$ cat config.mk
export PLATFORM = sky130hd
export DESIGN_NAME = ppci_port
export DESIGN_NICKNAME = d
export VERILOG_FILES = /design/src/rtl/ppci_pkg.sv /design/src/rtl/ppci_port.sv
export SDC_FILE = /design/constraint.sdc
export NUM_CORES = 1
export LEC_CHECK = 0
export BUFFER_PORTS_ARGS = -buffer_cell sky130_fd_sc_hd__buf_2
export CAP_MARGIN = 40
export CORE_UTILIZATION = 46
export CTS_CLUSTER_DIAMETER = 60
export DETAILED_ROUTE_END_ITERATION = 10
export HOLD_SLACK_MARGIN = 0.02
export PLACE_DENSITY = 0.66
export SLEW_MARGIN = 20
export SYNTH_ARGS = -nofsm -noshare
export SYNTH_HDL_FRONTEND = slang
export SYNTH_SLANG_ARGS = --single-unit
$ cat constraint.sdc
create_clock -name core_clk -period 9.1 [get_ports core_clk]
set_input_delay 0.455 -clock core_clk [delete_from_list [all_inputs] [get_ports core_clk]]
set_output_delay 0.455 -clock core_clk [all_outputs]
set_load 0.02 [all_outputs]
$ cat src/rtl/ppci_pkg.sv
// Package: register map, field layouts and types for the port pin block
package ppci_pkg;
  localparam int NPINS = 8;
  localparam int NAUX = 16;
  localparam int AW = 8;
  // Byte offsets of port-wide and per-pin registers
  localparam logic [AW-1:0] OFS_DATA = 8'h00;
  localparam logic [AW-1:0] OFS_PINSTATE = 8'h04;
  localparam logic [AW-1:0] OFS_DM0 = 8'h08;
  localparam logic [AW-1:0] OFS_DM1 = 8'h0c;
  localparam logic [AW-1:0] OFS_DM2 = 8'h10;
  localparam logic [AW-1:0] OFS_SLEW = 8'h14;
  localparam logic [AW-1:0] OFS_INDIS = 8'h18;
  localparam logic [AW-1:0] OFS_BIDIR = 8'h1c;
  localparam logic [AW-1:0] OFS_IRQ_RISE = 8'h20;
  localparam logic [AW-1:0] OFS_IRQ_FALL = 8'h24;
  localparam logic [AW-1:0] OFS_IRQ_STAT = 8'h28;
  localparam logic [AW-1:0] OFS_IRQ_MASK = 8'h2c;
  localparam logic [AW-1:0] OFS_PORTCFG = 8'h30;
  localparam logic [AW-1:0] OFS_SIO_REG = 8'h34;
  localparam logic [AW-1:0] OFS_SIO_HYST = 8'h38;
  localparam logic [AW-1:0] OFS_SIO_REF = 8'h3c;
  localparam logic [AW-1:0] OFS_OESEL0 = 8'h40; // 8 words, one per pin
  localparam logic [AW-1:0] OFS_PIN0 = 8'h60; // 8 words, per-pin view
  localparam logic [AW-1:0] OFS_RSTCFG = 8'h80; // read only
  // Per-pin view field positions
  localparam int PV_DATA = 0;
  localparam int PV_STATE = 1;
  localparam int PV_DM_LO = 2; // three bits
  localparam int PV_SLEW = 5;
  localparam int PV_BIDIR = 6;
  localparam int PV_INDIS = 7;
  // Port config fields
  localparam int PC_LVTTL = 0;
  // Drive mode codes
  typedef enum logic [2:0] {
    DM_ANALOG_HIZ = 3'h0,
    DM_DIGITAL_HIZ = 3'h1,
    DM_PULL_UP = 3'h2,
    DM_PULL_DOWN = 3'h3,
    DM_OD_LOW = 3'h4,
    DM_OD_HIGH = 3'h5,
    DM_STRONG = 3'h6,
    DM_PULL_UPDN = 3'h7
  } ppci_dm_t;
  // Reset-state codes loaded from storage
  localparam logic [1:0] RST_HIZ = 2'h0;
  localparam logic [1:0] RST_PULLUP = 2'h1;
  localparam logic [1:0] RST_PULLDN = 2'h2;
  localparam logic [1:0] AXI_OKAY = 2'h0;
  localparam logic [1:0] AXI_SLVERR = 2'h2;
  // Per-pin pad controls
  typedef struct packed {
    logic out; // Level when driving
    logic drv_strong; // Strong driver enabled
    logic drv_res; // Resistive driver enabled
    logic in_en; // Digital input buffer on
    logic slow; // Slow edge rate
  } ppci_pad_t;
endpackage

$ cat src/rtl/ppci_port.sv
// Port pin control with edge interrupts, AXI4-Lite register slave
//
// Decided for this implementation: the register offsets and the AXI4-Lite slave port.
`timescale 1ns/1ps
`default_nettype none
// How it works
// port-wide registers, one bit per pin
// per-pin register gathers eight config bits
// aux output enable toggles digital hiZ/drive
// sixteen aux enables, each routable to pins
// per-pin slew, only strong/open-drain modes
// eight pins feed one port interrupt
// rising, falling, both or none per pin
// edge sets status bit, raises request
// detection works in sleep, no gating
// edges only, no level interrupts
// one LVTTL/CMOS threshold choice per port
// per-pin input disable in any mode
// regulated output blocks resistive modes
// pin pairs share four-way reference select
// hysteresis enable, analog reference option
// reset holds pins analog high-Z
// reset release loads stored reset config
// three-bit drive mode, eight codes
// status read clears, request drops after
module ppci_port
  import ppci_pkg::*;
(
  input wire logic core_clk, // System clock
  input wire logic sys_rst, // Async reset, active high
  input wire logic [AW-1:0] s_axi_awaddr, // Write address
  input wire logic s_axi_awvalid, // Write address valid
  output logic s_axi_awready, // Write address ready
  input wire logic [31:0] s_axi_wdata, // Write data
  input wire logic [3:0] s_axi_wstrb, // Write strobes
  input wire logic s_axi_wvalid, // Write data valid
  output logic s_axi_wready, // Write data ready
  output logic [1:0] s_axi_bresp, // Write response
  output logic s_axi_bvalid, // Write response valid
  input wire logic s_axi_bready, // Write response ready
  input wire logic [AW-1:0] s_axi_araddr, // Read address
  input wire logic s_axi_arvalid, // Read address valid
  output logic s_axi_arready, // Read address ready
  output logic [31:0] s_axi_rdata, // Read data
  output logic [1:0] s_axi_rresp, // Read response
  output logic s_axi_rvalid, // Read valid
  input wire logic s_axi_rready, // Read ready
  input wire logic [NAUX-1:0] aux_oe, // Aux control bus enables
  input wire logic [NPINS-1:0] pin_in, // Pad input levels
  input wire logic [2*NPINS-1:0] nv_rst_cfg, // Stored reset cfg
  output ppci_pad_t [NPINS-1:0] pad_ctl, // Pad controls
  output logic [NPINS-1:0] pin_out, // Pad output level
  output logic [NPINS-1:0] pin_oe, // Pad output enable
  output logic port_lvttl, // Port input threshold
  output logic [NPINS-1:0] special_io_pin_reg, // Regulated output
  output logic [NPINS-1:0] special_io_pin_hyst, // Hysteresis
  output logic [2*NPINS-1:0] special_io_pin_ref, // Pair ref select
  output logic irq // Port interrupt request
);
  localparam int NPAIR = NPINS / 2;
  // All module state in one struct
  typedef struct packed {
    logic [NPINS-1:0] data;
    logic [NPINS-1:0] dm0;
    logic [NPINS-1:0] dm1;
    logic [NPINS-1:0] dm2;
    logic [NPINS-1:0] slew;
    logic [NPINS-1:0] indis;
    logic [NPINS-1:0] bidir;
    logic [NPINS-1:0] rise;
    logic [NPINS-1:0] fall;
    logic [NPINS-1:0] stat;
    logic [NPINS-1:0] mask;
    logic lvttl;
    logic [NPINS-1:0] sreg;
    logic [NPINS-1:0] shyst;
    logic [NPAIR*3-1:0] sref; // 2 bit level + 1 bit analog per pair
    logic [NPINS*4-1:0] oesel;
    logic [2*NPINS-1:0] rstcfg;
    logic loaded; // Stored config taken after release
    logic [NPINS-1:0] in_q; // Previous sampled inputs
    logic aw_got;
    logic [AW-1:0] aw_addr;
    logic w_got;
    logic [31:0] w_data;
    logic [3:0] w_strb;
    logic bvalid;
    logic [1:0] bresp;
    logic rvalid;
    logic [31:0] rdata;
    logic [1:0] rresp;
    ppci_pad_t [NPINS-1:0] pad;
    logic [NPINS-1:0] pout;
    logic [NPINS-1:0] poe;
    logic irq;
  } ppci_state_t;

  ppci_state_t st_r;
  ppci_state_t st_nxt;

  // Drive-mode of one pin from the three port planes
  function automatic ppci_dm_t dm_of(input ppci_state_t s, input int i);
    dm_of = ppci_dm_t'({s.dm2[i], s.dm1[i], s.dm0[i]});
  endfunction

  // Register read decode, used by bus read
  function automatic logic [31:0] rd_mux(input ppci_state_t s,
                                         input logic [AW-1:0] a,
                                         input logic [NPINS-1:0] pins,
                                         output logic hit);
    rd_mux = 32'h0;
    hit = 1'b1;
    unique case (a)
      OFS_DATA: rd_mux[NPINS-1:0] = s.data;
      OFS_PINSTATE: rd_mux[NPINS-1:0] = pins;
      OFS_DM0: rd_mux[NPINS-1:0] = s.dm0;
      OFS_DM1: rd_mux[NPINS-1:0] = s.dm1;
      OFS_DM2: rd_mux[NPINS-1:0] = s.dm2;
      OFS_SLEW: rd_mux[NPINS-1:0] = s.slew;
      OFS_INDIS: rd_mux[NPINS-1:0] = s.indis;
      OFS_BIDIR: rd_mux[NPINS-1:0] = s.bidir;
      OFS_IRQ_RISE: rd_mux[NPINS-1:0] = s.rise;
      OFS_IRQ_FALL: rd_mux[NPINS-1:0] = s.fall;
      OFS_IRQ_STAT: rd_mux[NPINS-1:0] = s.stat;
      OFS_IRQ_MASK: rd_mux[NPINS-1:0] = s.mask;
      OFS_PORTCFG: rd_mux[PC_LVTTL] = s.lvttl;
      OFS_SIO_REG: rd_mux[NPINS-1:0] = s.sreg;
      OFS_SIO_HYST: rd_mux[NPINS-1:0] = s.shyst;
      OFS_SIO_REF: rd_mux[NPAIR*3-1:0] = s.sref;
      OFS_RSTCFG: rd_mux[2*NPINS-1:0] = s.rstcfg;
      default: begin
        hit = 1'b0;
        for (int i = 0; i < NPINS; i++) begin
          if (a == OFS_OESEL0 + AW'(4*i)) begin
            rd_mux[3:0] = s.oesel[4*i +: 4];
            hit = 1'b1;
          end
          if (a == OFS_PIN0 + AW'(4*i)) begin
            rd_mux[PV_DATA] = s.data[i];
            rd_mux[PV_STATE] = pins[i];
            rd_mux[PV_DM_LO +: 3] = {s.dm2[i], s.dm1[i], s.dm0[i]};
            rd_mux[PV_SLEW] = s.slew[i];
            rd_mux[PV_BIDIR] = s.bidir[i];
            rd_mux[PV_INDIS] = s.indis[i];
            hit = 1'b1;
          end
        end
      end
    endcase
  endfunction

  // Next-state logic: bus, registers, edge detect, pad controls
  always_comb begin
    logic [NPINS-1:0] edge_ev;
    logic [NPINS-1:0] stat_clr;
    logic [NPINS-1:0] oe_sel;
    logic [31:0] rd;
    logic hit;
    logic [AW-1:0] wa;
    logic [31:0] wd;
    ppci_dm_t dm;
    edge_ev = '0;
    stat_clr = '0;
    oe_sel = '0;
    rd = 32'h0;
    hit = 1'b0;
    wa = '0;
    wd = 32'h0;
    dm = DM_ANALOG_HIZ;
    st_nxt = st_r;
    // Load stored reset config once, first cycle after release
    if (!st_r.loaded) begin
      st_nxt.loaded = 1'b1;
      st_nxt.rstcfg = nv_rst_cfg;
      for (int i = 0; i < NPINS; i++) begin
        if (nv_rst_cfg[2*i +: 2] == RST_PULLUP) begin
          {st_nxt.dm2[i], st_nxt.dm1[i], st_nxt.dm0[i]} = DM_PULL_UP;
          st_nxt.data[i] = 1'b1;
        end else if (nv_rst_cfg[2*i +: 2] == RST_PULLDN) begin
          {st_nxt.dm2[i], st_nxt.dm1[i], st_nxt.dm0[i]} = DM_PULL_DOWN;
          st_nxt.data[i] = 1'b0;
        end
      end
    end
    // Write channel capture, either order
    if (s_axi_awvalid && !st_r.aw_got) begin
      st_nxt.aw_got = 1'b1;
      st_nxt.aw_addr = s_axi_awaddr;
    end
    if (s_axi_wvalid && !st_r.w_got) begin
      st_nxt.w_got = 1'b1;
      st_nxt.w_data = s_axi_wdata;
      st_nxt.w_strb = s_axi_wstrb;
    end
    // Perform write when both halves are held
    if (st_r.aw_got && st_r.w_got && !st_r.bvalid) begin
      wa = {st_r.aw_addr[AW-1:2], 2'b00};
      wd = st_r.w_data;
      st_nxt.aw_got = 1'b0;
      st_nxt.w_got = 1'b0;
      st_nxt.bvalid = 1'b1;
      st_nxt.bresp = AXI_OKAY;
      if (st_r.w_strb[0]) begin
        unique case (wa)
          OFS_DATA: st_nxt.data = wd[NPINS-1:0];
          OFS_DM0: st_nxt.dm0 = wd[NPINS-1:0];
          OFS_DM1: st_nxt.dm1 = wd[NPINS-1:0];
          OFS_DM2: st_nxt.dm2 = wd[NPINS-1:0];
          OFS_SLEW: st_nxt.slew = wd[NPINS-1:0];
          OFS_INDIS: st_nxt.indis = wd[NPINS-1:0];
          OFS_BIDIR: st_nxt.bidir = wd[NPINS-1:0];
          OFS_IRQ_RISE: st_nxt.rise = wd[NPINS-1:0];
          OFS_IRQ_FALL: st_nxt.fall = wd[NPINS-1:0];
          OFS_IRQ_STAT: stat_clr = wd[NPINS-1:0];
          OFS_IRQ_MASK: st_nxt.mask = wd[NPINS-1:0];
          OFS_PORTCFG: st_nxt.lvttl = wd[PC_LVTTL];
          OFS_SIO_REG: st_nxt.sreg = wd[NPINS-1:0];
          OFS_SIO_HYST: st_nxt.shyst = wd[NPINS-1:0];
          OFS_SIO_REF: st_nxt.sref = wd[NPAIR*3-1:0];
          OFS_PINSTATE, OFS_RSTCFG: st_nxt.bresp = AXI_SLVERR;
          default: begin
            st_nxt.bresp = AXI_SLVERR;
            for (int i = 0; i < NPINS; i++) begin
              if (wa == OFS_OESEL0 + AW'(4*i)) begin
                st_nxt.oesel[4*i +: 4] = wd[3:0];
                st_nxt.bresp = AXI_OKAY;
              end
              if (wa == OFS_PIN0 + AW'(4*i)) begin
                st_nxt.data[i] = wd[PV_DATA];
                {st_nxt.dm2[i], st_nxt.dm1[i], st_nxt.dm0[i]} =
                  wd[PV_DM_LO +: 3];
                st_nxt.slew[i] = wd[PV_SLEW];
                st_nxt.bidir[i] = wd[PV_BIDIR];
                st_nxt.indis[i] = wd[PV_INDIS];
                st_nxt.bresp = AXI_OKAY;
              end
            end
          end
        endcase
      end
    end
    if (st_r.bvalid && s_axi_bready) begin
      st_nxt.bvalid = 1'b0;
    end
    // Read: one cycle after address taken
    if (s_axi_arvalid && !st_r.rvalid) begin
      rd = rd_mux(st_r, {s_axi_araddr[AW-1:2], 2'b00}, st_r.in_q, hit);
      st_nxt.rvalid = 1'b1;
      st_nxt.rdata = rd;
      st_nxt.rresp = hit ? AXI_OKAY : AXI_SLVERR;
      if ({s_axi_araddr[AW-1:2], 2'b00} == OFS_IRQ_STAT) begin
        stat_clr = stat_clr | st_r.stat;
      end
    end
    if (st_r.rvalid && s_axi_rready) begin
      st_nxt.rvalid = 1'b0;
    end
    // Edge detection, no clock gating so it runs in sleep
    st_nxt.in_q = pin_in;
    edge_ev = (pin_in & ~st_r.in_q & st_r.rise) |
              (~pin_in & st_r.in_q & st_r.fall);
    // Set wins over clear
    st_nxt.stat = (st_r.stat & ~stat_clr) | edge_ev;
    st_nxt.irq = |(st_nxt.stat & st_nxt.mask);
    // Pad controls per pin
    for (int i = 0; i < NPINS; i++) begin
      dm = dm_of(st_r, i);
      oe_sel[i] = aux_oe[st_r.oesel[4*i +: 4]];
      st_nxt.pout[i] = st_r.data[i];
      st_nxt.pad[i].out = st_r.data[i];
      st_nxt.pad[i].drv_strong = 1'b0;
      st_nxt.pad[i].drv_res = 1'b0;
      st_nxt.pad[i].in_en = (dm != DM_ANALOG_HIZ) && !st_r.indis[i];
      // Bidir with enable low falls back to digital high-Z
      if (st_r.bidir[i] && !oe_sel[i]) begin
        dm = DM_DIGITAL_HIZ;
      end
      // Regulated output excludes resistive modes
      if (st_r.sreg[i] && (dm == DM_PULL_UP || dm == DM_PULL_DOWN ||
                           dm == DM_PULL_UPDN)) begin
        dm = DM_DIGITAL_HIZ;
      end
      unique case (dm)
        DM_ANALOG_HIZ, DM_DIGITAL_HIZ: st_nxt.pad[i].drv_strong = 1'b0;
        DM_PULL_UP: begin
          st_nxt.pad[i].drv_strong = !st_r.data[i];
          st_nxt.pad[i].drv_res = st_r.data[i];
        end
        DM_PULL_DOWN: begin
          st_nxt.pad[i].drv_strong = st_r.data[i];
          st_nxt.pad[i].drv_res = !st_r.data[i];
        end
        DM_OD_LOW: st_nxt.pad[i].drv_strong = !st_r.data[i];
        DM_OD_HIGH: st_nxt.pad[i].drv_strong = st_r.data[i];
        DM_STRONG: st_nxt.pad[i].drv_strong = 1'b1;
        DM_PULL_UPDN: st_nxt.pad[i].drv_res = 1'b1;
      endcase
      // Slew only meaningful for strong and open-drain modes
      st_nxt.pad[i].slow = st_r.slew[i] &&
        (dm == DM_STRONG || dm == DM_OD_LOW || dm == DM_OD_HIGH);
      st_nxt.poe[i] = st_nxt.pad[i].drv_strong || st_nxt.pad[i].drv_res;
    end
  end

  // State register; reset forces pads analog high-Z
  always_ff @(posedge core_clk or posedge sys_rst) begin
    if (sys_rst) begin
      st_r <= '0;
    end else begin
      st_r <= st_nxt;
    end
  end

  // Outputs straight from state flops
  assign s_axi_awready = !st_r.aw_got;
  assign s_axi_wready = !st_r.w_got;
  assign s_axi_bvalid = st_r.bvalid;
  assign s_axi_bresp = st_r.bresp;
  assign s_axi_arready = !st_r.rvalid;
  assign s_axi_rvalid = st_r.rvalid;
  assign s_axi_rdata = st_r.rdata;
  assign s_axi_rresp = st_r.rresp;
  assign pad_ctl = st_r.pad;
  assign pin_out = st_r.pout;
  assign pin_oe = st_r.poe;
  assign port_lvttl = st_r.lvttl;
  assign special_io_pin_reg = st_r.sreg;
  assign special_io_pin_hyst = st_r.shyst;
  // Low half: two level bits per pair; analog select stays internal
  assign special_io_pin_ref = {{(2*NPINS-2*NPAIR){1'b0}},
                               st_r.sref[2*NPAIR-1:0]};
  assign irq = st_r.irq;

  // Checks
  AST_RESET_HIZ: assert property (
    @(posedge core_clk) sys_rst |-> pin_oe == '0)
    else $error("pins driven in reset");
  AST_EDGE_SETS: assert property (
    @(posedge core_clk) disable iff (sys_rst)
    (st_r.rise[0] && !st_r.in_q[0] && pin_in[0]) |=> st_r.stat[0])
    else $error("rising edge lost");
  AST_FALL_SETS: assert property (
    @(posedge core_clk) disable iff (sys_rst)
    (st_r.fall[1] && st_r.in_q[1] && !pin_in[1]) |=> st_r.stat[1])
    else $error("falling edge lost");
  AST_NO_CFG: assert property (
    @(posedge core_clk) disable iff (sys_rst)
    (!st_r.rise[2] && !st_r.fall[2] && !st_r.stat[2]
     && !(s_axi_awvalid || s_axi_wvalid)) |=> !st_r.stat[2])
    else $error("stray status");
  AST_IRQ: assert property (
    @(posedge core_clk) disable iff (sys_rst)
    irq == |$past(st_nxt.stat & st_nxt.mask))
    else $error("irq");
  AST_LOAD: assert property (
    @(posedge core_clk) disable iff (sys_rst)
    $rose(st_r.loaded) |-> st_r.rstcfg == $past(nv_rst_cfg))
    else $error("reset cfg not loaded");
  // Steady pins: no edge can refill status behind the read
  AST_RD_CLR: assert property (
    @(posedge core_clk) disable iff (sys_rst)
    (s_axi_arvalid && s_axi_arready && s_axi_araddr == OFS_IRQ_STAT
     && pin_in == st_r.in_q) |=> st_r.stat == '0)
    else $error("read clear failed");
  AST_SLOW: assert property (
    @(posedge core_clk) disable iff (sys_rst)
    pad_ctl[0].slow |-> pad_ctl[0].drv_res == 1'b0)
    else $error("slow on resistive");
  // Pad controls follow their register one edge later
  AST_INDIS: assert property (
    @(posedge core_clk) disable iff (sys_rst)
    st_r.indis[1] |=> !pad_ctl[1].in_en)
    else $error("input buffer left on");
  AST_REG_NO_PULL: assert property (
    @(posedge core_clk) disable iff (sys_rst)
    st_r.sreg[2] |=> !pad_ctl[2].drv_res)
    else $error("pull active in regulated mode");
  AST_STRONG: assert property (
    @(posedge core_clk) disable iff (sys_rst)
    (dm_of(st_r, 6) == DM_STRONG && !st_r.bidir[6] && !st_r.sreg[6])
    |=> pad_ctl[6].drv_strong)
    else $error("strong pin not driven");
  // Main scenarios reached
  COV_IRQ: cover property (@(posedge core_clk) $rose(irq));
  COV_BIDIR: cover property (@(posedge core_clk) st_r.bidir[6] && pin_oe[6]);
  COV_WR: cover property (@(posedge core_clk) s_axi_bvalid);
  COV_RD: cover property (@(posedge core_clk) s_axi_rvalid);
endmodule
`default_nettype wire

# Yosys cells after proc, flatten, opt, wreduce, memory -nomap -nowiden
# Index checks and enable logic that the tools add are counted.
dict set report op_classes {
  magnitude_cmp 8
  n_eq_ne 152
  muxes 269
  bitwise 16
  reduce_logical 211
}
# op count
set ops {}
lappend ops {{$eq A6 B5 Y1 const B} 32}
lappend ops {{$mux W8} 21}
lappend ops {{$mux W1} 151}
lappend ops {{$mux W72} 2}
lappend ops {{$mux W69} 2}
lappend ops {{$reduce_and A4 Y1} 32}
lappend ops {{$eq A3 B3 Y1 const B} 40}
lappend ops {{$pmux W7 S17} 1}
lappend ops {{$pmux W8 S2} 7}
lappend ops {{$reduce_or A16 Y1} 7}
lappend ops {{$eq A3 B2 Y1 const B} 32}
lappend ops {{$eq A6 B4 Y1 const B} 16}
lappend ops {{$mux W4} 17}
lappend ops {{$mux W32} 2}
lappend ops {{$reduce_bool A2 Y1} 28}
lappend ops {{$mux W3} 17}
lappend ops {{$and A8 B8 Y8} 6}
lappend ops {{$eq A6 B3 Y1 const B} 8}
lappend ops {{$pmux W1 S3} 16}
lappend ops {{$logic_or A1 B1 Y1} 40}
lappend ops {{$lt A4 B5 Y1 const B} 8}
lappend ops {{$logic_and A1 B1 Y1} 39}
lappend ops {{$mux W37} 1}
lappend ops {{$mux W2} 18}
lappend ops {{23 further kinds} 113}
dict set report totals {
  regBits 299
  input_bits 99
  output_inout_bits 131
}

# Longest topological paths before layout
# Gate-level depths: netlist (run 1).
dict set report logic_depth {
  ltp_word 23
  mapped_depth 9
  mapped_depth_nobuf 6
}

# Least setup slack after synthesis (run 1)
# OpenSTA, ideal clock, no wires.
dict set report synth_path {
  kind {in2reg}
  start {input s_axi_araddr[4]}
  end {register st_r (netlist bit s_axi_rdata[1])}
  setup_ns 0.149
  arrival_time_ns 1.896
  t_required_ns 8.951
  setup_slack_ns 7.055
  stages 8
  path_buffers 2
  path_cell_list {buf_2 -> buf_2 -> nor2b_1 -> and3_1 -> a2111oi_0 -> nand3_1 -> o31ai_1 -> o311ai_0}
}
dict set report synth_via {
  elab_chain_len 21
  word_cells_on_any_way 53
  cone_classes {eq/ne: 32; mux: 20; reduce/logical: 1}
}
# item line_no
set synth_rtl {}
lappend synth_rtl {{start, declared} ppci_port.sv:41} ;# input wire logic [AW-1:0] s_axi_araddr,
lappend synth_rtl {{$eq A6 B5 Y1} ppci_port.sv:134} ;# if (a == OFS_OESEL0 + AW'(4*i)) begin
lappend synth_rtl {{$mux W4} ppci_port.sv:134}
lappend synth_rtl {{$mux W8} ppci_port.sv:138} ;# if (a == OFS_PIN0 + AW'(4*i)) begin
lappend synth_rtl {{$mux W4} ppci_port.sv:134}
lappend synth_rtl {{$mux W8} ppci_port.sv:138}
lappend synth_rtl {{$mux W8} ppci_port.sv:113} ;# unique case (a)
lappend synth_rtl {{$mux W8} ppci_port.sv:246} ;# if (s_axi_arvalid && !st_r.rvalid) begin
lappend synth_rtl {{$mux W4} ppci_port.sv:134}
lappend synth_rtl {{[5 not listed]} -}
lappend synth_rtl {{$mux W4} ppci_port.sv:134}
lappend synth_rtl {{$mux W8} ppci_port.sv:138}
lappend synth_rtl {{$mux W8} ppci_port.sv:113}
lappend synth_rtl {{$mux W4} ppci_port.sv:134}
lappend synth_rtl {{$mux W8} ppci_port.sv:138}
lappend synth_rtl {{$mux W4} ppci_port.sv:134}
lappend synth_rtl {{$mux W8} ppci_port.sv:138}
lappend synth_rtl {{$pmux W7 S17 (*)} ppci_port.sv:113}
lappend synth_rtl {{end signal, assigned} ppci_port.sv:310} ;# st_r <= st_nxt;
lappend synth_rtl {{end, declared} ppci_port.sv:98} ;# ppci_state_t st_r;
# Every way passes the cells marked *; elsewhere a longest branch is shown, timed or not. The select of a mux whose other input is x is not followed.
# A chain may end at the register's enable or synchronous reset.

# Worst setup path after layout (run 1)
dict set report layout_path {
  start {register st_r[135] in the netlist's numbering}
  end {register st_r[267] in the netlist's numbering}
}
dict set report layout_via {
  elab_chain_len 4
  word_cells_on_any_way 23
  cone_classes {eq/ne: 17; mux: 1; bitwise: 1; reduce/logical: 4}
}
# item line_no
set layout_rtl {}
lappend layout_rtl {{$eq A6 B1 Y1 (tied with other cells)} ppci_port.sv:204} ;# unique case (wa)
lappend layout_rtl {{$reduce_or A16 Y1 (no line)} -}
lappend layout_rtl {{$not A1 Y1 (no line)} -}
lappend layout_rtl {{$reduce_and A4 Y1 (no line)} -}
# Several ways; a longest one is shown, not always the timed one.

==> impl_results.md, run 1 <==
- Number of antenna cells inserted: 0
- Mux cell area share after synthesis: 0.156
- RSZ-0062 raised after global routing: no
- Utilization after layout: 0.514
- Worst IR Drop VDD: 0.219 mV
- Worst setup slack after layout: 6350 ps
- # DRC: 0
- Final-report setup violation count: 0
- Max reg flops: 162
- Total area of sequential cells: 6610 um^2
- Most flop-heavy register: st_r
- Power per Cell Area: 288 nW/um^2
- Critical path data required time: 9610 ps
- Global routing met1 resource utilization: 0.431
- Multi-input gate area: about 7800 um^2
- GR Overflow Total: 0
- Critical Path Max Stage Delay: about 700 ps
- GRT Total Usage: 0.317
- Total via count in the routed design: ~13,000
- Adder and majority cell fraction of the synthesized area: 0
- Proportion of layout cells with a drive suffix above 1: 0.275
- Area of the placeable core: ~34,000 um^2
- Cell type group with the largest total delay on the critical path: simple AND/OR/NAND/NOR gates
- Number of buffers created by CTS: 30
- Weighted congestion at the end of routability-driven global placement: just under 1
- Period utilisation layout: 0.302
- Critical-path cell list: nor2b_1 > nand2_1 > nand2b_1 > o22ai_1 > a21oi_1
- Detail-routed net length per standard cell: 26.6 um
- First drt pass iteration count: 6
- YS warnings: 0
- Summed instance area of the synthesized netlist: around 16,000 um^2
- Global Route met2 Usage: 0.485
- Max Clock Skew: 15.5 ps
- Die Footprint: 35,100 um^2
- DRT antenna net count: 0
- Worst Max-Slew Pin Slew: between 900 and 1000 ps
- Portion of the post-synthesis area used by sequential elements: 0.418
- Post-detailed-placement cell area: 16,200 um^2
- Detailed-route vias per instance: 6.40
- Startpoint of the worst register-to-register path: st_r[135]
- Number of nets in the layout: 1,727
- Worst path slowest cell: sky130_fd_sc_hd__dfrtp_1
- Maximum Capacitance Violations: 0
- Synth-to-layout area growth: 9.56%
- Hold Path Stages: 1
- Vias in the first global route: 12,600
- Leakage component of the power: between 7 and 8 nW
- Post-Route Setup TNS: 0 ps
- Core Rows: 67
- Worst min path class: input port to register
- Die height: 187 um
- Clock latency reported for the late side of the worst-skew pair: 590 ps
- Worst slack after detailed placement: just over 6000 ps
- Register-to-Register Setup Slack: 6350 ps
- Number of enable-type register cells in the synthesized netlist: 0
- Root cell of the clock tree: sky130_fd_sc_hd__clkbuf_16
- Worst hold path startpoint: pin_in[5]
- Number of top-level design ports: 230
- Wire length after detailed routing: roughly 56,000 um
- Maximum number of buffers from clock root to sink: 3
- Initial DRC Count: 1,721
- Sinks on Clock Net: 264
- Number of buffer and inverter instances along the worst setup path: 0
- Clock period minus final worst setup slack: 2750 ps
- Element type at the critical path start: register
- Post-Syn Area per Cell: 9.89 um^2
- Global-route wire length before repair: 83,100 um
- Status: completed
- Clock slew at the register clock pins of the worst setup and hold paths: around 60 ps
- Count of pins over their slew limit: 0
- Estimated wirelength of the detail-placed design: 41,300 um
- Critical-path maximum fanout: 18
- Clock H-tree levels: 1
- Hold Fails Final Rpt: 0
- Share of the synthesized area in compound gates (AO/OA/AOI/OAI): 0.173
- Xor-xnor portion of the synthesized cell area: 0.0128
- Syn Inst Count: 1,597
- Starting density of the core: 0.469
- Async set-reset flop share out of synthesis: 1.00
- Max transition margin: 0.391
- GRT Max-Usage Layer: met2
- Synth Flop Type: sky130_fd_sc_hd__dfrtp_1
- Fraction of met3 tracks used by global routing: 0.0662
- Kind of capture point of the worst setup path: register
- Destination of the worst register-to-register timing path: st_r[267]
- Critical path arrival: 3250 ps
- Number of placed instances, taps included: a little over 2,000
- Number of buffers added on ports: approximately 180
- Dominant combinational cell family by area after synthesis: compound AO/OA/AOI/OAI gates
- Die outline width: 187 um
- Pin count of the biggest net entering global routing: 90
- Register bit total from synthesis: ~260
- Clock tree from TritonCTS: yes
- Worst hold endpoint: st_r[146]
- Filler Cells Inserted: 3,098
- Area share of and/or/nand/nor cells after synthesis: 0.143
- # resized after CTS: 0
- Count of placed standard cells in the final layout, fillers left out: 2,098
- Startpoint-to-endpoint class of the critical path: register to register
- Max Clock Freq: roughly 360 MHz
- Number of unique standard cell types used by synthesis: 80
- Initial antenna violation count: 0
- R2R cell count: 5
- Final std cell area, no fill: 17,300 um^2
==> kinds of logic (layout without fill, tap and decap cells) <==
kind of cell / after synthesis / in the layout
XOR/XNOR: 23 / 23
flip-flops: 264 / 264
AO/OA/AOI/OAI: 413 / 413
AND/OR/NAND/NOR: 456 / 456
multiplexers: 174 / 174
other: 2 / 27
buffers and inverters: 265 / 293
==> stage by stage <==
stage | power, mW | hold slack (ps)
floorplan | 3.18 | 409
global placement | 3.63 | 447
detailed placement | 3.67 | 451
CTS | 4.95 | 23.9
global route | 5.19 | 22.6
finish | 4.98 | 33.6
==> where the power goes <==
group	total (mW)	switching, mW	internal [mW]
Sequential	2.09	0.563	1.52
Clock	1.27	0.509	0.759
Combinational	1.62	0.961	0.661
==> cell type report <==
class / count / area share
sequential: 264 / 0.382
clock buffer: 39 / 0.0482
inverter: 33 / 0.00759
timing repair buffer: 206 / 0.0700
clock inverter: 15 / 0.0118
tap: 448 / 0.0324
multi-input combinational: 1093 / 0.448
==> synth_stat cells (5+ instances only) <==
cell type | count | area, um^2
sky130_fd_sc_hd__buf_4 | 128 | 961
sky130_fd_sc_hd__nand2_1 | 138 | 518
sky130_fd_sc_hd__a21oi_1 | 124 | 621
sky130_fd_sc_hd__a22oi_1 | 48 | 360
sky130_fd_sc_hd__nand3_1 | 27 | 135
sky130_fd_sc_hd__o21ai_0 | 55 | 275
sky130_fd_sc_hd__dfrtp_1 | 264 | 6610
sky130_fd_sc_hd__nand2b_1 | 27 | 169
sky130_fd_sc_hd__xnor2_1 | 23 | 201
sky130_fd_sc_hd__mux2_2 | 116 | 1310
sky130_fd_sc_hd__o2bb2ai_1 | 8 | 70.1
sky130_fd_sc_hd__a31o_2 | 17 | 149
sky130_fd_sc_hd__nand4_1 | 10 | 62.6
sky130_fd_sc_hd__o21ai_1 | 8 | 40.0
sky130_fd_sc_hd__buf_2 | 24 | 120
sky130_fd_sc_hd__nor2_2 | 5 | 31.3
sky130_fd_sc_hd__o21a_1 | 9 | 67.6
sky130_fd_sc_hd__nand3b_1 | 10 | 75.1
sky130_fd_sc_hd__o221ai_1 | 17 | 149
sky130_fd_sc_hd__a22o_1 | 5 | 43.8
sky130_fd_sc_hd__inv_1 | 33 | 124
sky130_fd_sc_hd__a211oi_1 | 13 | 97.6
sky130_fd_sc_hd__nor2_1 | 136 | 510
sky130_fd_sc_hd__nor2b_1 | 26 | 163
sky130_fd_sc_hd__nor3b_1 | 7 | 52.6
sky130_fd_sc_hd__o22ai_1 | 36 | 225
sky130_fd_sc_hd__and3_1 | 9 | 56.3
sky130_fd_sc_hd__mux4_2 | 46 | 1040
sky130_fd_sc_hd__clkbuf_1 | 74 | 278
sky130_fd_sc_hd__a31oi_1 | 9 | 56.3
sky130_fd_sc_hd__o22a_1 | 15 | 131
sky130_fd_sc_hd__mux2i_1 | 12 | 120
sky130_fd_sc_hd__a221oi_1 | 10 | 87.6
sky130_fd_sc_hd__nor3_1 | 23 | 115
==> layout by cell type (no fill, tap or decap), types with 5 or more instances in the layout <==
cell                            Yosys  final
sky130_fd_sc_hd__nand4_1           10     10
sky130_fd_sc_hd__a22o_1             5      5
sky130_fd_sc_hd__clkinv_2           0      5
sky130_fd_sc_hd__nor2_1           136    136
sky130_fd_sc_hd__and3_1             9      9
sky130_fd_sc_hd__o21ai_1            8      8
sky130_fd_sc_hd__nand3b_1          10     10
sky130_fd_sc_hd__xnor2_1           23     23
sky130_fd_sc_hd__nor3b_1            7      7
sky130_fd_sc_hd__o22ai_1           36     36
sky130_fd_sc_hd__nor3_1            23     23
sky130_fd_sc_hd__nor2b_1           26     25
sky130_fd_sc_hd__dlygate4sd3_1      0      7
sky130_fd_sc_hd__a211oi_1          13     13
sky130_fd_sc_hd__nand3_1           27     27
sky130_fd_sc_hd__a221oi_1          10     10
sky130_fd_sc_hd__dfrtp_1          264    264
sky130_fd_sc_hd__o22a_1            15     15
sky130_fd_sc_hd__clkbuf_16          0     30
sky130_fd_sc_hd__buf_2             24    177
sky130_fd_sc_hd__conb_1             2     27
sky130_fd_sc_hd__buf_4            128     13
sky130_fd_sc_hd__a21oi_1          124    124
sky130_fd_sc_hd__o21ai_0           55     55
sky130_fd_sc_hd__nand2b_1          27     27
sky130_fd_sc_hd__o221ai_1          17     17
sky130_fd_sc_hd__a22oi_1           48     48
sky130_fd_sc_hd__a31o_2            17     17
sky130_fd_sc_hd__clkbuf_8           0      5
sky130_fd_sc_hd__o21a_1             9      9
sky130_fd_sc_hd__o2bb2ai_1          8      8
sky130_fd_sc_hd__a31oi_1            9      9
sky130_fd_sc_hd__mux2_2           116    116
sky130_fd_sc_hd__mux4_2            46     46
sky130_fd_sc_hd__nand2_1          138    138
sky130_fd_sc_hd__mux2i_1           12     12
sky130_fd_sc_hd__inv_1             33     32
sky130_fd_sc_hd__nor2_2             5      5
==> worst max path at each step <==
stage	startpoint	to	slack (ps)	cells after the start
after floorplan	sys_rst	irq	1380	1
after global placement	s_axi_araddr[2]	s_axi_rdata[2]	5980	8
after detailed placement	s_axi_araddr[3]	s_axi_rdata[7]	6130	7
after CTS	st_r[137]	irq	6440	6
after global routing	st_r[137]	irq	6200	6
final	st_r[135]	st_r[267]	6350	5
==> routing by layer <==
layer	vias up	part of all wire
li1	5766	-
met1	6692	0.40
met2	807	0.45
met3	155	0.097
met4	0	0.052
met5	-	0
==> timing repair <==
item                      in CTS  in global routing
hold endpoints to repair      54                  0
hold buffers                   7                  0
buffers inserted               0                  0
Note: power is estimated with default switching activity, not from simulation.
==> inputs of run 2 (changes only) <==
--- a/config.mk
+++ b/config.mk
@@ -11,7 +11,7 @@
 export CTS_CLUSTER_DIAMETER = 60
 export DETAILED_ROUTE_END_ITERATION = 10
 export HOLD_SLACK_MARGIN = 0.02
-export PLACE_DENSITY = 0.66
+export PLACE_DENSITY = 0.69
 export SLEW_MARGIN = 20
 export SYNTH_ARGS = -nofsm -noshare
 export SYNTH_HDL_FRONTEND = slang
==> constraint.sdc (replaced) <==
create_clock -name core_clk -period 2.34 [get_ports core_clk]
set_input_delay 0.117 -clock core_clk [delete_from_list [all_inputs] [get_ports core_clk]]
set_output_delay 0.117 -clock core_clk [all_outputs]
set_load 0.02 [all_outputs]
==> run 2 against run 1 <==
Largest cell class unchanged. Register-to-register slack worse by 6300 ps. Largest power group unchanged. Highest routed layer is now met5. Cell count is 7.3% higher. Non-clock buffer count is 150 higher. First-iteration DRC count is 4.9% lower. Clock power grew to 3.8 times the previous value. Clock skew is 2.5 ps lower. Sequential cell count stayed put. Sequential power grew to 3.7 times the previous value. Critical endpoint is now pad_ctl[22]. Clock-buffer cell count is 5 higher. Hold slack better by 160 ps. Routed wire length is 4.2% higher.
==> impl_results.md, run 2 (synthesis gave the netlist of run 1 again) <==
- Detail-routed net length per standard cell: 25.8 um (-2.9%)
- Maximum Capacitance Violations: 0 (unchanged)
- Clock H-tree levels: 1 (unchanged)
- Maximum number of buffers from clock root to sink: 3 (unchanged)
- Most repeated library cell on the critical path: sky130_fd_sc_hd__mux4_2
- Max reg flops: 162 (unchanged)
- Number of buffers created by CTS: 31 (+3.3%)
- Element type at the critical path start: register
- Die outline width: 187 um (unchanged)
- Most common cell after layout, fill and taps aside: sky130_fd_sc_hd__dfrtp_1
- Clock tree from TritonCTS: yes
- Worst path slowest cell: sky130_fd_sc_hd__mux4_2
- Vias in the first global route: 13,800 (+8.9%)
- DRT antenna net count: 0 (unchanged)
- Initial DRC Count: 1,637 (-4.9%)
- Switching fraction of total power: 0.408 (-0.000773)
- Critical Path Max Stage Delay: 580 ps (-120 ps)
- Clock period minus final worst setup slack: 2280 ps (-472 ps)
- Estimated wirelength of the detail-placed design: 43,400 um (+5.2%)
- Post-detailed-placement cell area: 17,000 um^2 (+4.8%)
- Period utilisation layout: 0.973 (+0.671)
- Startpoint-to-endpoint class of the critical path: register to register
- Worst setup slack after layout: 62.3 ps (-6290 ps)
- Worst min path class: input port to register
- Core Rows: 67 (unchanged)
- Worst hold-check slack: 196 ps (+163 ps)
- Area of the placeable core: 33,700 um^2 (unchanged)
- # DRC: 0 (unchanged)
- Number of buffers added on ports: 176 (unchanged)
- Power per Cell Area: 1080 nW/um^2 (+270%)
- Clock slew at the register clock pins of the worst setup and hold paths: 60 ps (about the same)
- Critical path origin: st_r[182]
- Number of placed instances, taps included: 2,146 (+5.5%)
- Worst Max-Slew Pin Slew: 918 ps (+7.85 ps)
- Starting density of the core: 0.469 (unchanged)
- GRT Total Usage: 0.330 (+0.0125)
- Critical-path cell list: mux4_2 > mux4_2 > nor2b_1 > nor3b_1
- Max transition margin: 0.379 (-0.0116)
- Critical path data required time: 2770 ps (-6840 ps)
- Critical path endpoint: pad_ctl[22]
- Most flop-heavy register: st_r
- Root cell of the clock tree: sky130_fd_sc_hd__clkbuf_16
- First drt pass iteration count: 6 (unchanged)
- Final-report setup violation count: 0 (unchanged)
- Hold Path Stages: 3 (+2)
- Part of the total power dissipated in sequential elements: 0.393 (-0.026)
- Max Clock Freq: 439 MHz (+21%)
- Synth-to-layout area growth: 17.0%
- Net Sw Power: 8.10 mW (+300%)
- Number of nets in the layout: 1,878 (+8.7%)
- Initial antenna violation count: 4 (+4)
- Int Pwr: 11.8 mW (+300%)
- Hold Fails Final Rpt: 0 (unchanged)
- Max Clock Skew: 13.0 ps (-2.47 ps)
- Final Total Pwr: 19.9 mW (+300%)
- Total area of sequential cells: 6610 um^2 (unchanged)
- Weighted congestion at the end of routability-driven global placement: 0.994 (+3.5%)
- Detailed-route vias per instance: 6.25 (-2.3%)
- Destination of the worst register-to-register timing path: pad_ctl[22]
- Multi-input gate area: 7780 um^2 (+0.29%)
- R2R cell count: 4 (-1)
- Post-CTS Setup Bufs: 0 (unchanged)
- Register-to-Register Setup Slack: 60 ps (-6290 ps)
- Clock group share of total power: 0.244 (-0.011)
- Worst IR Drop VDD: 0.826 mV (+280%)
- GR Overflow Total: 0 (unchanged)
- Kind of capture point of the worst setup path: register
- Die height: 187 um (unchanged)
- Sinks on Clock Net: 264 (unchanged)
- Final std cell area, no fill: 18,500 um^2 (+6.8%)
- Post-Route Setup TNS: 0 ps (unchanged)
- Wire length after detailed routing: 58,100 um (+4.2%)
- Count of pins over their slew limit: 0 (unchanged)
- Die Footprint: 35,100 um^2 (unchanged)
- Number of buffer and inverter instances along the worst setup path: 0 (unchanged)
- Leakage component of the power: 8.06 nW (+8.9%)
- Total via count in the routed design: 14,100 (+4.9%)
- Worst slack after detailed placement: -94.1 ps (-6230 ps)
- Total number of cells along the worst setup path: 4 (-1)
- Commonest cells after routing, fill and taps aside: sky130_fd_sc_hd__dfrtp_1 (264), sky130_fd_sc_hd__buf_2 (176), sky130_fd_sc_hd__nand2_1 (137), sky130_fd_sc_hd__nor2_1 (132), sky130_fd_sc_hd__buf_4 (129)
- Fraction of power consumed by combinational cells: 0.363 (+0.037)
- Filler Cells Inserted: 2,994 (-3.4%)
- Pin count of the biggest net entering global routing: 117 (+30%)
- Status: completed
- Utilization after layout: 0.549 (+0.0350)
- Count of placed standard cells in the final layout, fillers left out: 2,252 (+7.3%)
- Cell type group with the largest total delay on the critical path: multiplexers
- Global-route wire length before repair: 87,200 um (+4.9%)
- Number of top-level design ports: 230 (unchanged)
- Critical path arrival: 2710 ps (-540 ps)
- Clock latency reported for the late side of the worst-skew pair: 580 ps (about the same)
- Critical-path maximum fanout: 6 (-12)
- Proportion of layout cells with a drive suffix above 1: 0.315 (+0.0408)
- Startpoint of the worst register-to-register path: st_r[182]
[run 2: cell type report]
type	instances	share of cell area
sequential	264	0.357
timing repair buffer	356	0.129
tap	448	0.0303
clock buffer	44	0.0478
inverter	33	0.00690
antenna	3	0.000406
clock inverter	11	0.00704
multi-input combinational	1093	0.421
[run 2: how the worst min path moves through the flow]
stage                         start             end  slack, ps
global route        s_axi_araddr[7]  s_axi_rresp[1]        150
global placement          pin_in[6]       st_r[147]        260
detailed placement        pin_in[2]       st_r[143]        260
finish              s_axi_araddr[7]  s_axi_rresp[1]        200
floorplan                 pin_in[0]       st_r[141]        150
CTS                 s_axi_araddr[7]  s_axi_rresp[1]        150
[run 2: metal layers]
| metal | track usage | vias to the layer above | wire, um | part of all wire |
|---|---|---|---|---|
| met2 | 0.505 | 880 | 25900 | 0.45 |
| met4 | 0.181 | 2 | 3630 | 0.063 |
| met3 | 0.0619 | 197 | 5170 | 0.089 |
| li1 | - | 6052 | - | - |
| met1 | 0.441 | 6940 | 23400 | 0.40 |
| met5 | 0 | - | 11 | 0.00019 |
[run 2: what timing repair did]
action,CTS,global route
setup endpoints to repair,8,22
gates resized for setup,1,6
hold buffers,48,0
endpoints found under the hold margin,335,0
[run 2: worst min-delay path: cells and delay by family]
| family | cells | cell delay [ps] |
|---|---|---|
| compound gates | 2 | 400 |
| buf+inv | 1 | 200 |
[run 2: power groups by stage]
stage,clock network [mW],logic (mW),registers [mW]
2_1_floorplan,0,5.60,6.78
6_report,4.85,7.22,7.81
3_3_place_gp,0,6.86,7.78
5_1_grt,5.09,7.70,7.91
3_5_place_dp,0,6.97,7.82
4_1_cts,4.89,7.07,7.74
